<file path="src/hdl/paired_timer_pkg.sv">
package paired_timer_pkg;

  // register byte offsets
  localparam logic [11:0] even_ctrl_off   = 12'h000;
  localparam logic [11:0] even_count_off  = 12'h004;
  localparam logic [11:0] even_period_off = 12'h008;
  localparam logic [11:0] odd_ctrl_off    = 12'h00C;
  localparam logic [11:0] odd_count_off   = 12'h010;
  localparam logic [11:0] odd_period_off  = 12'h014;
  localparam logic [11:0] status_off      = 12'h018;

  // control field positions
  localparam int run_enable_bit    = 15;
  localparam int idle_stop_bit     = 13;
  localparam int gate_enable_bit   = 6;
  localparam int prescale_lo_bit   = 4;
  localparam int pair_mode_bit     = 3;
  localparam int clock_source_bit  = 1;
  // writable bits of each control register; the rest read as zero
  localparam logic [15:0] even_ctrl_mask = 16'hA07A;
  localparam logic [15:0] odd_ctrl_mask  = 16'hA072;

  localparam logic [15:0] ctrl_reset   = 16'h0000;
  localparam logic [15:0] count_reset  = 16'h0000;
  localparam logic [15:0] period_reset = 16'hFFFF;

  // status bits: 0 even flag, 1 odd flag; write one to clear
  localparam int even_flag_bit = 0;
  localparam int odd_flag_bit  = 1;

endpackage : paired_timer_pkg

</file>
<file path="src/hdl/paired_cascadable_timer.sv">
// The register offsets and the APB register port are this design's own decisions.
`timescale 1ns/1ps
`default_nettype none
module paired_cascadable_timer
  import paired_timer_pkg::*;
#(
  parameter int pair_index = 0
) (
  // apb
  input  wire logic        pclk,
  input  wire logic        presetn,
  input  wire logic        psel,
  input  wire logic        penable,
  input  wire logic        pwrite,
  input  wire logic [11:0] paddr,
  input  wire logic [31:0] pwdata,
  output logic      [31:0] prdata,
  output logic             pready,
  output logic             pslverr,
  // device state and pins
  input  wire logic        idle_mode,
  input  wire logic        even_ext_clock_pin,
  input  wire logic        odd_ext_clock_pin,
  // interrupts to the controller
  output logic             even_irq,
  output logic             odd_irq,
  // triggers and time bases
  output logic             adc1_trigger,
  output logic             adc2_trigger,
  output logic             dma_trigger_even,
  output logic             dma_trigger_odd,
  output logic      [15:0] even_time_base,
  output logic      [15:0] odd_time_base
);

  logic [15:0] even_ctrl_q, odd_ctrl_q;
  logic [15:0] even_count_q, odd_count_q;
  logic [15:0] even_period_q, odd_period_q;
  logic        even_flag_q, odd_flag_q;
  logic [7:0]  even_pre_q, odd_pre_q;
  logic        even_pin_q, odd_pin_q;
  logic        even_tick, odd_tick;
  logic        even_gate_fall, odd_gate_fall;
  logic        even_match, odd_match, pair_match;
  logic        even_evt, odd_evt;
  logic        pair_mode;
  logic        wr_en, rd_en;

  function automatic logic [7:0] prescale_limit(input logic [1:0] sel);
    unique case (sel)
      2'b00: prescale_limit = 8'h00;
      2'b01: prescale_limit = 8'h07;
      2'b10: prescale_limit = 8'h3F;
      2'b11: prescale_limit = 8'hFF;
    endcase
  endfunction : prescale_limit

  // one timer's input clock pulse before prescaling
  function automatic logic raw_clock(input logic [15:0] ctrl, input logic pin,
                                     input logic pin_q);
    if (ctrl[clock_source_bit])
      raw_clock = pin & ~pin_q;
    else if (ctrl[gate_enable_bit])
      raw_clock = pin;
    else
      raw_clock = 1'b1;
  endfunction : raw_clock

  function automatic logic running(input logic [15:0] ctrl, input logic idle);
    running = ctrl[run_enable_bit] & ~(ctrl[idle_stop_bit] & idle);
  endfunction : running

  assign pair_mode = even_ctrl_q[pair_mode_bit];

  // external pins are taken as synchronous; one stage gives edge detection
  always_ff @(posedge pclk or negedge presetn) begin
    if (!presetn) begin
      even_pin_q <= 1'b0;
      odd_pin_q  <= 1'b0;
    end else begin
      even_pin_q <= even_ext_clock_pin;
      odd_pin_q  <= odd_ext_clock_pin;
    end
  end

  // gate falling edge counts only in gated internal-clock mode
  assign even_gate_fall = running(even_ctrl_q, idle_mode) & even_ctrl_q[gate_enable_bit]
                          & ~even_ctrl_q[clock_source_bit] & even_pin_q & ~even_ext_clock_pin;
  assign odd_gate_fall  = ~pair_mode & running(odd_ctrl_q, idle_mode)
                          & odd_ctrl_q[gate_enable_bit] & ~odd_ctrl_q[clock_source_bit]
                          & odd_pin_q & ~odd_ext_clock_pin;

  // even prescaler also drives the joined pair
  always_ff @(posedge pclk or negedge presetn) begin
    if (!presetn) begin
      even_pre_q <= 8'h00;
    end else if (!running(even_ctrl_q, idle_mode)) begin
      even_pre_q <= 8'h00;
    end else if (raw_clock(even_ctrl_q, even_ext_clock_pin, even_pin_q)) begin
      if (even_pre_q >= prescale_limit(even_ctrl_q[prescale_lo_bit +: 2]))
        even_pre_q <= 8'h00;
      else
        even_pre_q <= even_pre_q + 8'h01;
    end
  end

  always_ff @(posedge pclk or negedge presetn) begin
    if (!presetn) begin
      odd_pre_q <= 8'h00;
    end else if (pair_mode || !running(odd_ctrl_q, idle_mode)) begin
      odd_pre_q <= 8'h00;
    end else if (raw_clock(odd_ctrl_q, odd_ext_clock_pin, odd_pin_q)) begin
      if (odd_pre_q >= prescale_limit(odd_ctrl_q[prescale_lo_bit +: 2]))
        odd_pre_q <= 8'h00;
      else
        odd_pre_q <= odd_pre_q + 8'h01;
    end
  end

  assign even_tick = running(even_ctrl_q, idle_mode)
                     & raw_clock(even_ctrl_q, even_ext_clock_pin, even_pin_q)
                     & (even_pre_q >= prescale_limit(even_ctrl_q[prescale_lo_bit +: 2]));
  assign odd_tick  = ~pair_mode & running(odd_ctrl_q, idle_mode)
                     & raw_clock(odd_ctrl_q, odd_ext_clock_pin, odd_pin_q)
                     & (odd_pre_q >= prescale_limit(odd_ctrl_q[prescale_lo_bit +: 2]));

  assign even_match = even_count_q == even_period_q;
  assign odd_match  = odd_count_q == odd_period_q;
  assign pair_match = even_match & odd_match;

  assign wr_en = psel & penable & pwrite;
  assign rd_en = psel & ~pwrite;

  // counters: a bus write loads, a tick advances or wraps on match
  always_ff @(posedge pclk or negedge presetn) begin
    if (!presetn) begin
      even_count_q <= count_reset;
      odd_count_q  <= count_reset;
    end else begin
      if (wr_en && paddr == even_count_off)
        even_count_q <= pwdata[15:0];
      else if (even_tick)
        even_count_q <= (pair_mode ? pair_match : even_match) ? 16'h0000
                                                              : even_count_q + 16'h0001;
      if (wr_en && paddr == odd_count_off)
        odd_count_q <= pwdata[15:0];
      else if (pair_mode && even_tick)
        odd_count_q <= pair_match ? 16'h0000
                       : (even_count_q == 16'hFFFF ? odd_count_q + 16'h0001 : odd_count_q);
      else if (odd_tick)
        odd_count_q <= odd_match ? 16'h0000 : odd_count_q + 16'h0001;
    end
  end

  // events: pair mode routes everything to the odd flag
  assign even_evt = ~pair_mode & ((even_tick & even_match) | even_gate_fall);
  assign odd_evt  = pair_mode ? ((even_tick & pair_match) | even_gate_fall)
                              : ((odd_tick & odd_match) | odd_gate_fall);

  // set wins over a write-one clear in the same cycle
  always_ff @(posedge pclk or negedge presetn) begin
    if (!presetn) begin
      even_flag_q <= 1'b0;
      odd_flag_q  <= 1'b0;
    end else begin
      if (even_evt)
        even_flag_q <= 1'b1;
      else if (wr_en && paddr == status_off && pwdata[even_flag_bit])
        even_flag_q <= 1'b0;
      if (odd_evt)
        odd_flag_q <= 1'b1;
      else if (wr_en && paddr == status_off && pwdata[odd_flag_bit])
        odd_flag_q <= 1'b0;
    end
  end

  always_ff @(posedge pclk or negedge presetn) begin
    if (!presetn) begin
      even_ctrl_q   <= ctrl_reset;
      odd_ctrl_q    <= ctrl_reset;
      even_period_q <= period_reset;
      odd_period_q  <= period_reset;
    end else if (wr_en) begin
      unique case (paddr)
        even_ctrl_off:   even_ctrl_q   <= pwdata[15:0] & even_ctrl_mask;
        odd_ctrl_off:    odd_ctrl_q    <= pwdata[15:0] & odd_ctrl_mask;
        even_period_off: even_period_q <= pwdata[15:0];
        odd_period_off:  odd_period_q  <= pwdata[15:0];
        default: ;
      endcase
    end
  end

  // read data registered in the setup cycle, so the access needs no wait
  always_ff @(posedge pclk or negedge presetn) begin
    if (!presetn) begin
      prdata <= 32'h0000_0000;
    end else if (rd_en && !penable) begin
      unique case (paddr)
        even_ctrl_off:   prdata <= {16'h0000, even_ctrl_q};
        odd_ctrl_off:    prdata <= {16'h0000, odd_ctrl_q};
        even_count_off:  prdata <= {16'h0000, even_count_q};
        odd_count_off:   prdata <= {16'h0000, odd_count_q};
        even_period_off: prdata <= {16'h0000, even_period_q};
        odd_period_off:  prdata <= {16'h0000, odd_period_q};
        status_off:      prdata <= {30'h0, odd_flag_q, even_flag_q};
        default:         prdata <= 32'h0000_0000;
      endcase
    end
  end

  assign pready  = 1'b1;
  assign pslverr = psel & penable & ~(paddr == even_ctrl_off || paddr == odd_ctrl_off
                   || paddr == even_count_off || paddr == odd_count_off
                   || paddr == even_period_off || paddr == odd_period_off
                   || paddr == status_off);

  assign even_irq = even_flag_q;
  assign odd_irq  = odd_flag_q;

  // event strobes are one cycle long, registered to keep outputs glitch free
  always_ff @(posedge pclk or negedge presetn) begin
    if (!presetn) begin
      adc1_trigger     <= 1'b0;
      adc2_trigger     <= 1'b0;
      dma_trigger_even <= 1'b0;
      dma_trigger_odd  <= 1'b0;
    end else begin
      adc1_trigger     <= (pair_index == 0) & odd_evt;
      adc2_trigger     <= (pair_index == 1) & odd_evt;
      dma_trigger_even <= (pair_index == 0) & even_evt;
      dma_trigger_odd  <= (pair_index == 0) & odd_evt;
    end
  end

  always_ff @(posedge pclk or negedge presetn) begin
    if (!presetn) begin
      even_time_base <= 16'h0000;
      odd_time_base  <= 16'h0000;
    end else begin
      even_time_base <= (pair_index == 0) ? even_count_q : 16'h0000;
      odd_time_base  <= (pair_index == 0) ? odd_count_q : 16'h0000;
    end
  end

endmodule : paired_cascadable_timer
`default_nettype wire

</file>
<file path="config.mk">
export PLATFORM = sky130hd
export DESIGN_NAME = paired_cascadable_timer
export DESIGN_NICKNAME = d
export VERILOG_FILES = /design/src/hdl/paired_timer_pkg.sv /design/src/hdl/paired_cascadable_timer.sv
export SDC_FILE = /design/constraint.sdc
export NUM_CORES = 1
export LEC_CHECK = 0
export ABC_AREA = 0
export BUFFER_PORTS_ARGS = -buffer_cell sky130_fd_sc_hd__buf_2
export CAP_MARGIN = 0
export CORE_ASPECT_RATIO = 0.75
export CORE_MARGIN = 2
export CORE_UTILIZATION = 61
export DETAILED_ROUTE_END_ITERATION = 12
export GPL_ROUTABILITY_DRIVEN = 0
export PLACE_DENSITY = 0.85
export SLEW_MARGIN = 10
export SYNTH_ARGS = -nofsm -noshare
export SYNTH_HDL_FRONTEND = slang
export SYNTH_SLANG_ARGS = --single-unit
</file>
<file path="constraint.sdc">
create_clock -name pclk -period 4.8 [get_ports pclk]
set_input_delay 0 -clock pclk [delete_from_list [all_inputs] [get_ports pclk]]
set_output_delay 0 -clock pclk [all_outputs]
set_load 0.01 [all_outputs]
</file>
==> metrics, run 1 <==
Post-Synth Adder-Cell Area=around 2.6%; Hold EP=prdata[0]; hold path cells=4; Post-synth top flop=dfrtp_1; Hold Slack=about 84 ps; RR Startpoint=even_count_q[1]; Register Area=between 0.003 and 0.004 mm²; vias in the first global route=~6500; drt via density=~6.6; Syn. warnings=0; Worst Path Max Fanout=20; CTS buffer count=17; dpl cell area=0.00820 mm²; Layout Nets=between 900 and 1000; Skew-Pair Late Insertion Delay=430 ps; #FFs+latches synth=147; Slew Limit Fails=0; Setup Fix Bufs, Post-CTS=0; Yosys cell types=61; max-cap violation count=0; Routed Wire Length=about 22000 µm; highest-count cells in the layout ignoring fill and taps=dfrtp_1 (115), buf_2 (88), o21ai_0 (60); met3 WL post-DR=2650 µm; CTS tree=yes; Startpoint Class=flop; Total GRT Usage=around 34%; CP endpoint kind=flop; Slew Limit Headroom=22.2%; Clock Tree Buf Depth=2; top sig layer=met4; main combinational cell family by area after synthesis=simple AND/OR/NAND/NOR gates; detailed-router iteration count before antenna repair=5; die height=approximately 100 µm; n_diodes=0; die width=134 µm; CORE AREA=0.0123 mm²; Fin. Hold Viols=0; FMAX=~280 MHz; crit path DAT=~3800 ps; wire length on met1=between 8000 and 9000 µm; Avg Cell Area, Syn=10.3 µm²; Final setup viols=0; Post-DRT Antenna Nets=0; maximum VDD drop=between 0.0002 and 0.0003 V; Crit path required time=5050 ps; Power Dens Cells=approximately 350 mW/mm²; largest net degree at the start of global routing=roughly 80; status=completed; reg2reg path depth=7; hold_sp=paddr[3]; Multi-input gate area=0.00370 mm²; Setup Skew=around 9.1 ps; initial antenna violation count=0; min Tclk post-route=between 3000 and 4000 ps; Synth Instances=approximately 750; IO Port Bufs=89; I/O Pins=between 100 and 150; RSZ-0062 raised after global routing=false; Resized cells post-CTS=0; fraction of synthesized area in multiplexers=9.56%; H-Tree Depth=4; met2 wire len=around 10000 µm; Synth-to-Final Area Change=16.9%; via count=just under 7000; register area share after synthesis=48.1%; # DRC=0; Simple-Gate Fraction of Synth Area=between 10% and 20%; CTS root buffer=clkbuf_16; LEAKAGE=4.04 nW; total die area=around 0.014 mm²; period utilisation layout=73.4%; TNS Setup=0 ps; Final Cell Area=0.00903 mm²; GRT Residual Overflow=0; RR Endpoint=even_count_q[12]; Initial Utilization=62.8%; number of flops mapped to enable cells by yosys=0; DP Wirelength=between 10000 and 15000 µm; fill count=about 820; WS Path Type=reg -> reg; detailed router's first-iteration violation count=795; post-DR wirelength/cell=around 21 µm; layout cells sized above 1=a little over a quarter; Synth Cell Area=0.00772 mm²; row cnt=35; Post-Synth XOR/XNOR Area=under 10%; CTS Sinks=147; first-pass GRT wire length=approximately 35000 µm; fraction of registers with async set or reset after synthesis=100%; leading cell type in the layout, fill and taps excluded=dfrtp_1; worst slew pin tran=1160 ps; R2R Setup Slk=between 1000 and 1500 ps; Synth Area in Compound Gates=between 10% and 20%; cts hold-fix bufs=21; Reg clk slew, reported paths=60 ps; worst min-delay path class=in -> reg
## cells in the mapped netlist, drive strengths merged, types with 20 or more instances
master	n	share of area (%)
nor2	53	2.6
mux2	48	7.0
dfstp	32	11
nand3	20	1.3
nand2	55	2.7
o21ai	75	4.9
dfrtp	115	37
buf	32	2.8
xnor2	32	3.6
clkbuf	20	0.97
inv	20	0.97
a21oi	57	3.7
a22oi	21	2.0
## per-stage QoR
stage	total power (W)	std cells	setup slack, ps	util, %
2_1_floorplan	0.00163	767	2240	-
3_3_place_gp	0.00173	977	1730	66.6
3_5_place_dp	0.00176	977	1510	66.6
4_1_cts	0.00315	1030	1430	73.4
5_1_grt	0.00328	1030	1140	73.4
6_report	0.00316	1030	1280	73.4
## worst max-delay path, cell delays in order, from the launching register on
cell	delay, ps
dfrtp_1	490
xnor2_1	260
nand4_1	120
nor4_1	970
o21a_1	670
nor2_1	370
a22oi_1	330
a21oi_1	120
## layer usage
metal | up-vias | GRT usage, %
met5 | - | 0
li1 | 2903 | -
met2 | 486 | 51.0
met3 | 114 | 8.41
met1 | 3330 | 46.2
met4 | 0 | 17.9
## where the power goes
part / switching (W) / leakage, nW / internal, W
logic: 0.000246 / 1.93 / 0.000150
registers: 0.0000682 / 1.81 / 0.00130
clock network: 0.000527 / 0.297 / 0.000869
total: 0.000842 / 4.04 / 0.00232
## state kept, by name (all words and copies together) (netlist names), 6 cells and up
register        count
even_period_q      16
odd_pre_q           8
odd_time_base      16
odd_ctrl_q          6
even_pre_q          8
odd_count_q        16
odd_period_q       16
even_time_base     16
even_count_q       16
prdata             16
even_ctrl_q         7
## layout make-up
cell class,instances,share of cell area (%)
clock buffers,19,4.79
clock inverters,13,2.05
inverters,20,0.831
multi-input cells,548,40.9
flip-flops and latches,147,41.2
well taps,166,2.30
repair buffers,117,7.91
## logic make-up (layout without fill, tap and decap cells)
group | after synthesis | count (layout)
AND/OR/NAND/NOR | 226 | 226
adder cells (fa/ha/maj) | 16 | 16
multiplexers | 59 | 59
other | 2 | 18
flip-flops | 147 | 147
XOR/XNOR | 34 | 34
AO/OA/AOI/OAI | 195 | 195
buffers and inverters | 72 | 169
## how the worst max path moves through the flow
stage | from | endpoint | slack [ps] | depth (start not counted)
final | even_count_q[1] | even_count_q[12] | 1280 | 7
after detailed placement | even_period_q[11] | odd_count_q[0] | 1510 | 7
after CTS | even_count_q[5] | odd_count_q[0] | 1430 | 7
after global routing | even_count_q[5] | even_count_q[12] | 1140 | 7
after floorplan | even_ctrl_q[5] | even_count_q[3] | 2240 | 11
after global placement | even_period_q[12] | odd_count_q[0] | 1730 | 7
(Power assumes the default switching activity.)
==> run 2: changes to the inputs <==
--- a/config.mk
+++ b/config.mk
@@ -5,15 +5,15 @@
 export SDC_FILE = /design/constraint.sdc
 export NUM_CORES = 1
 export LEC_CHECK = 0
-export ABC_AREA = 0
+export ABC_AREA = 1
 export BUFFER_PORTS_ARGS = -buffer_cell sky130_fd_sc_hd__buf_2
 export CAP_MARGIN = 0
 export CORE_ASPECT_RATIO = 0.75
 export CORE_MARGIN = 2
-export CORE_UTILIZATION = 61
+export CORE_UTILIZATION = 58
 export DETAILED_ROUTE_END_ITERATION = 12
 export GPL_ROUTABILITY_DRIVEN = 0
-export PLACE_DENSITY = 0.85
+export PLACE_DENSITY = 0.81
 export SLEW_MARGIN = 10
 export SYNTH_ARGS = -nofsm -noshare
 export SYNTH_HDL_FRONTEND = slang
==> constraint.sdc (replaced) <==
create_clock -name pclk -period 3.55 [get_ports pclk]
set_input_delay 0 -clock pclk [delete_from_list [all_inputs] [get_ports pclk]]
set_output_delay 0 -clock pclk [all_outputs]
set_load 0.01 [all_outputs]
==> run 2 against run 1 <==
Against the previous run: critical path depth increased by 4; clock power increased by 26%; synthesized cell count increased by 46%; die area increased by 12%; combinational power decreased by 57%.
==> metrics, run 2 <==
H-Tree Depth=4; Routed Wire Length=between 20000 and 25000 µm; Register Area=roughly 0.0037 mm²; Skew-Pair Late Insertion Delay=430 ps; RSZ-0062 raised after global routing=false; Setup Skew=7.87 ps; Post-synth top cells=nand2_1 (369), inv_1 (122), dfrtp_1 (115), o21ai_0 (79), nor2_1 (62); DP Wirelength=approximately 16000 µm; drt via density=between 5 and 6; Post-DRT Antenna Nets=0; die height=107 µm; max-cap violation count=0; #FFs+latches synth=147; maximum VDD drop=0.000319 V; worst slew pin tran=between 1000 and 1500 ps; Fin. Hold Viols=0; Synth Cell Area=between 0.008 and 0.009 mm²; # DRC=0; min Tclk post-route=2540 ps; vias in the first global route=about 7500; Power Dens Cells=about 380 mW/mm²; TNS Setup=0 ps; number of flops mapped to enable cells by yosys=0; detailed router's first-iteration violation count=700; status=completed; total die area=0.0152 mm²; fill count=about 1200; WS Path Type=reg -> reg; row cnt=37; layout cells sized above 1=roughly 16%; most used standard cell by instance count after synthesis=nand2_1; setup ws final=roughly 1000 ps; detailed-router iteration count before antenna repair=5; Syn. warnings=0; CTS Sinks=between 100 and 150; post-synth top area share=about a third; CTS root buffer=clkbuf_16; CP endpoint kind=flop; Reg clk slew, reported paths=roughly 60 ps; Clock Tree Buf Depth=2; cell mode on critical path=nand2_1; Post-Place Worst Slack=between 1000 and 1500 ps; largest cells by area after synthesis=dfrtp_1 (35%), nand2_1 (17%), dfstp_2 (10%); post-DR wirelength/cell=approximately 16 µm; Slew Limit Fails=0; first-pass GRT wire length=approximately 37000 µm; Post-synth top flop=dfrtp_1; Final setup viols=0; Setup Fix Bufs, Post-CTS=0; Avg Cell Area, Syn=7.50 µm²; initial antenna violation count=0; via count=around 7700; I/O Pins=about 120; period utilisation layout=71.5%; crit path DAT=around 2900 ps; LEAKAGE=about 4.9 nW; FMAX=~400 MHz; Critical Path Max Stage Delay=about 440 ps; CTS buffer count=17; Resized cells post-CTS=0; CP max stage cell=dfrtp_1; Yosys cell types=39; Total GRT Usage=30.9%; largest net degree at the start of global routing=85; n_diodes=0; register area share after synthesis=between 40% and 50%; CORE AREA=approximately 0.014 mm²; crit-path cells=inv_1 > ha_1 > a21oi_1 > nor2_1 > nor3_1 > nand2_1 > nand3_1 > nand3_1 > o21ai_2 > nand2_1 > nand2_1; Slew Limit Headroom=between 20% and 30%; leading cell type in the layout, fill and taps excluded=nand2_1; Layout Nets=between 1000 and 1500; Worst Path Max Fanout=16; fraction of registers with async set or reset after synthesis=100%; Multi-input gate area=about 0.0037 mm²; cts hold-fix bufs=19; Startpoint Class=flop; IO Port Bufs=about 90; Synth-to-Final Area Change=15.3%; highest-count cells in the layout ignoring fill and taps=nand2_1 (369), inv_1 (122), dfrtp_1 (115); CTS tree=yes; dominant cell type by area after synthesis=dfrtp_1; Initial Utilization=between 50 and 60%; GRT Residual Overflow=0; Crit path required time=between 3000 and 4000 ps; worst min-delay path class=in -> reg; Synth Instances=1098; die width=around 140 µm
==> run 2: kinds of logic after synthesis <==
kind of cell             Yosys count  share of synthesized area [%]
AND/OR/NAND/NOR                  536                           26.9
buffers and inverters            193                           10.0
AO/OA/AOI/OAI                    167                           11.5
flip-flops                       147                           45.2
XOR/XNOR                          37                           3.94
adder cells (fa/ha/maj)           16                           2.43
other                              2                         0.0912
==> run 2: area by class of cell <==
cell class	instances	share of cell area [%]
Timing Repair Buffer	112	7.08
Multi-Input combinational cell	774	39.5
Clock inverter	12	1.41
Sequential cell	147	39.2
Tap cell	175	2.31
Inverter	147	5.81
Clock buffer	20	4.71
==> run 2: final timing paths <==
kind / start / endpoint / slack, ps / cells past startpoint
min reg2reg: even_count_q[4] / even_time_base[4] / 470 / 0
min: pwrite / prdata[5] / 70 / 5
min in group asynchronous: presetn / prdata[15] / 160 / 2
max: even_ctrl_q[5] / odd_count_q[1] / 1010 / 11
max reg2reg: even_ctrl_q[5] / odd_count_q[1] / 1010 / 11
max in group asynchronous: presetn / odd_period_q[1] / 2370 / 3
==> run 2: worst max-delay path: cells and delay by family, from the launching register on <==
family,cells,cell delay (ps)
flip-flops,1,440
AO/OA/AOI/OAI,2,460
buffers and inverters,1,120
adder cells (fa/ha/maj),1,340
AND/OR/NAND/NOR,7,1130
==> run 2: metal layers <==
metal	up-vias	global-route usage, %	routed length [µm]
met2	362	49.7	10300
met1	3662	41.6	9530
met4	2	9.14	470
met5	-	0	26
met3	41	7.95	2080
li1	3672	-	-
==> run 2: stage by stage <==
stage	cell area (µm²)	hold WS (ps)	cells	util [%]	total power (W)
after floorplan	8290	-296	1114	-	0.00181
after global placement	8720	89.2	1336	63.2	0.00188
after detailed placement	8720	96.8	1336	63.2	0.00188
after CTS	9490	78.0	1387	68.8	0.00365
after global routing	9490	116	1387	68.8	0.00374
final	9490	73.2	1387	68.8	0.00365
==> run 2: power breakdown <==
group / total, W / leakage, nW / switching [W] / internal [W]
logic: 0.000170 / 2.78 / 0.000116 / 0.0000537
registers: 0.00170 / 1.80 / 0.0000127 / 0.00169
clock network: 0.00177 / 0.280 / 0.000720 / 0.00105
total: 0.00365 / 4.85 / 0.000849 / 0.00280
==> run 3: changes to the inputs <==
--- a/config.mk
+++ b/config.mk
@@ -10,10 +10,10 @@
 export CAP_MARGIN = 0
 export CORE_ASPECT_RATIO = 0.75
 export CORE_MARGIN = 2
-export CORE_UTILIZATION = 58
+export CORE_UTILIZATION = 52
 export DETAILED_ROUTE_END_ITERATION = 12
 export GPL_ROUTABILITY_DRIVEN = 0
-export PLACE_DENSITY = 0.81
+export PLACE_DENSITY = 0.77
 export SLEW_MARGIN = 10
 export SYNTH_ARGS = -nofsm -noshare
 export SYNTH_HDL_FRONTEND = slang
==> constraint.sdc (replaced) <==
create_clock -name pclk -period 2.2 [get_ports pclk]
set_input_delay 0 -clock pclk [delete_from_list [all_inputs] [get_ports pclk]]
set_output_delay 0 -clock pclk [all_outputs]
set_load 0.01 [all_outputs]
==> run 3 against run 2 <==
Against the previous run: design area rose by 5.6%; critical path depth grew 3; critical endpoint unchanged; die area grew 11%; wire length up 5.9%; clock skew increased by 4.8 ps.
==> metrics, run 3 (synthesis gave the netlist of run 2 again) <==
die width=149 µm; total chip power=between 0.005 and 0.006 W; detailed router's first-iteration violation count=just over 700; largest net degree at the start of global routing=58; Final setup viols=0; Skew-Pair Late Insertion Delay=approximately 440 ps; Worst Path Max Fanout=8; I/O Pins=roughly 120; met2 wire len=about 11000 µm; top sig layer=met4; layout cells sized above 1=a little over 20%; CTS tree=yes; drt via density=5.34; die height=between 100 and 150 µm; Clock Tree Buf Depth=2; detailed-router iteration count before antenna repair=5; max-cap violation count=0; met3 WL post-DR=about 2200 µm; status=completed; total die area=between 0.015 and 0.02 mm²; Post-DRT Antenna Nets=0; CP endpoint kind=flop; IO Port Bufs=89; n_diodes=0; Reg clk slew, reported paths=approximately 60 ps; Startpoint Class=flop; via count=between 7000 and 8000; setup ws final=about 56 ps; CTS root buffer=clkbuf_16; reg2reg path depth=14; Initial Utilization=a little over half; RSZ-0062 raised after global routing=true; # DRC=0; Power Dens Cells=594 mW/mm²; Crit path required time=between 2000 and 3000 ps; worst min-delay path class=in -> async; LEAKAGE=5.10 nW; maximum VDD drop=roughly 0.00057 V; Post-Place Worst Slack=26.0 ps; worst slew pin tran=roughly 600 ps; Slew Limit Fails=0; Hold Slack=34.7 ps; DP Wirelength=around 17000 µm; vias in the first global route=about 7400; Layout Nets=between 1000 and 1500; row cnt=39; Synth-to-Final Area Change=21.8%; Setup Skew=around 13 ps; period utilisation layout=97.4%; min Tclk post-route=~2100 ps; Fin. Hold Viols=0; R2R Setup Slk=roughly 56 ps; initial antenna violation count=1; H-Tree Depth=4; RR Endpoint=odd_count_q[1]; GRT Residual Overflow=0; CTS buffer count=17; CTS Sinks=147; first-pass GRT wire length=roughly 37000 µm; Total GRT Usage=around 29%; post-DR wirelength/cell=approximately 16 µm; RR Startpoint=even_ctrl_q[5]; crit path DAT=2520 ps; FMAX=466 MHz; CORE AREA=0.0154 mm²; wire length on met1=10200 µm; Routed Wire Length=between 20000 and 25000 µm; WS Path Type=reg -> reg; Slew Limit Headroom=about three fifths; highest-count cells in the layout ignoring fill and taps=nand2_1 (362), inv_1 (121), dfrtp_1 (113); leading cell type in the layout, fill and taps excluded=nand2_1
## run 3: cell types whose count changed in the layout (fill, tap and decap cells not counted), moves of 3 or more
cell	previous run	this run
nor2_1	62	59
nand2_2	3	8
clkinv_4	5	2
buf_4	4	41
nand2_1	369	362
nand3_4	0	3
nor2_4	0	3
## run 3: area by class of cell
cell class,count,area [µm²]
repair buffers,153,1030
well taps,205,256
flip-flops and latches,147,3720
clock inverters,13,134
clock buffers,19,453
multi-input cells,775,3880
fillers,1321,5350
inverters,147,554
## run 3: worst max path at each step
| stage | start | end | slack (ps) |
|---|---|---|---|
| after floorplan | even_ctrl_q[5] | odd_count_q[0] | 230 |
| after global placement | even_ctrl_q[5] | odd_count_q[9] | 80 |
| after detailed placement | even_ctrl_q[5] | odd_count_q[5] | 30 |
| after CTS | even_ctrl_q[4] | even_count_q[12] | 5 |
| after global routing | even_ctrl_q[5] | odd_count_q[4] | -80 |
| final | even_ctrl_q[5] | odd_count_q[1] | 60 |
## run 3: what timing repair did
action	4_1_cts	5_1_grt
gates resized for setup	2	27
setup endpoints to repair	17	35
hold endpoints to repair	169	0
setup buffers	0	3
pin swaps	1	16
cloned	0	2
hold buffers	19	0
## run 3: per-stage QoR
stage / cells / cell area (µm²) / util (%) / TNS, ps
after detailed placement: 1403 / 9060 / 58.9 / 0
final: 1459 / 10000 / 65.2 / 0
after global placement: 1403 / 9060 / 58.9 / 0
after global routing: 1459 / 10000 / 65.2 / -826
after CTS: 1454 / 9840 / 64.0 / 0
after floorplan: 1114 / 8290 / - / 0
## run 3: worst max-delay path, stage by stage (launching register included)
cell       delay [ps]
dfrtp_2           430
inv_2              90
ha_4              260
inv_1              60
nor2_2            120
nand2_1            60
nand2_1            90
nand2_2            70
nand2_4            80
nand4_1           100
buf_6             160
o21ai_4           220
clkbuf_16         200
nand2_1            50
nand2_1            60
## run 3: power by group
part	switching, W	total (W)	leakage (nW)	internal, W
Sequential	0.0000148	0.00274	1.80	0.00273
Combinational	0.000202	0.000303	3.02	0.000101
Clock	0.00119	0.00291	0.285	0.00172
Total	0.00141	0.00596	5.10	0.00455
## run 3: layer usage
| metal | up-vias | GRT usage (%) |
|---|---|---|
| met4 | 0 | 8.76 |
| met5 | - | 0 |
| met3 | 45 | 8.95 |
| met2 | 338 | 44.1 |
| met1 | 3659 | 38.9 |
| li1 | 3754 | - |
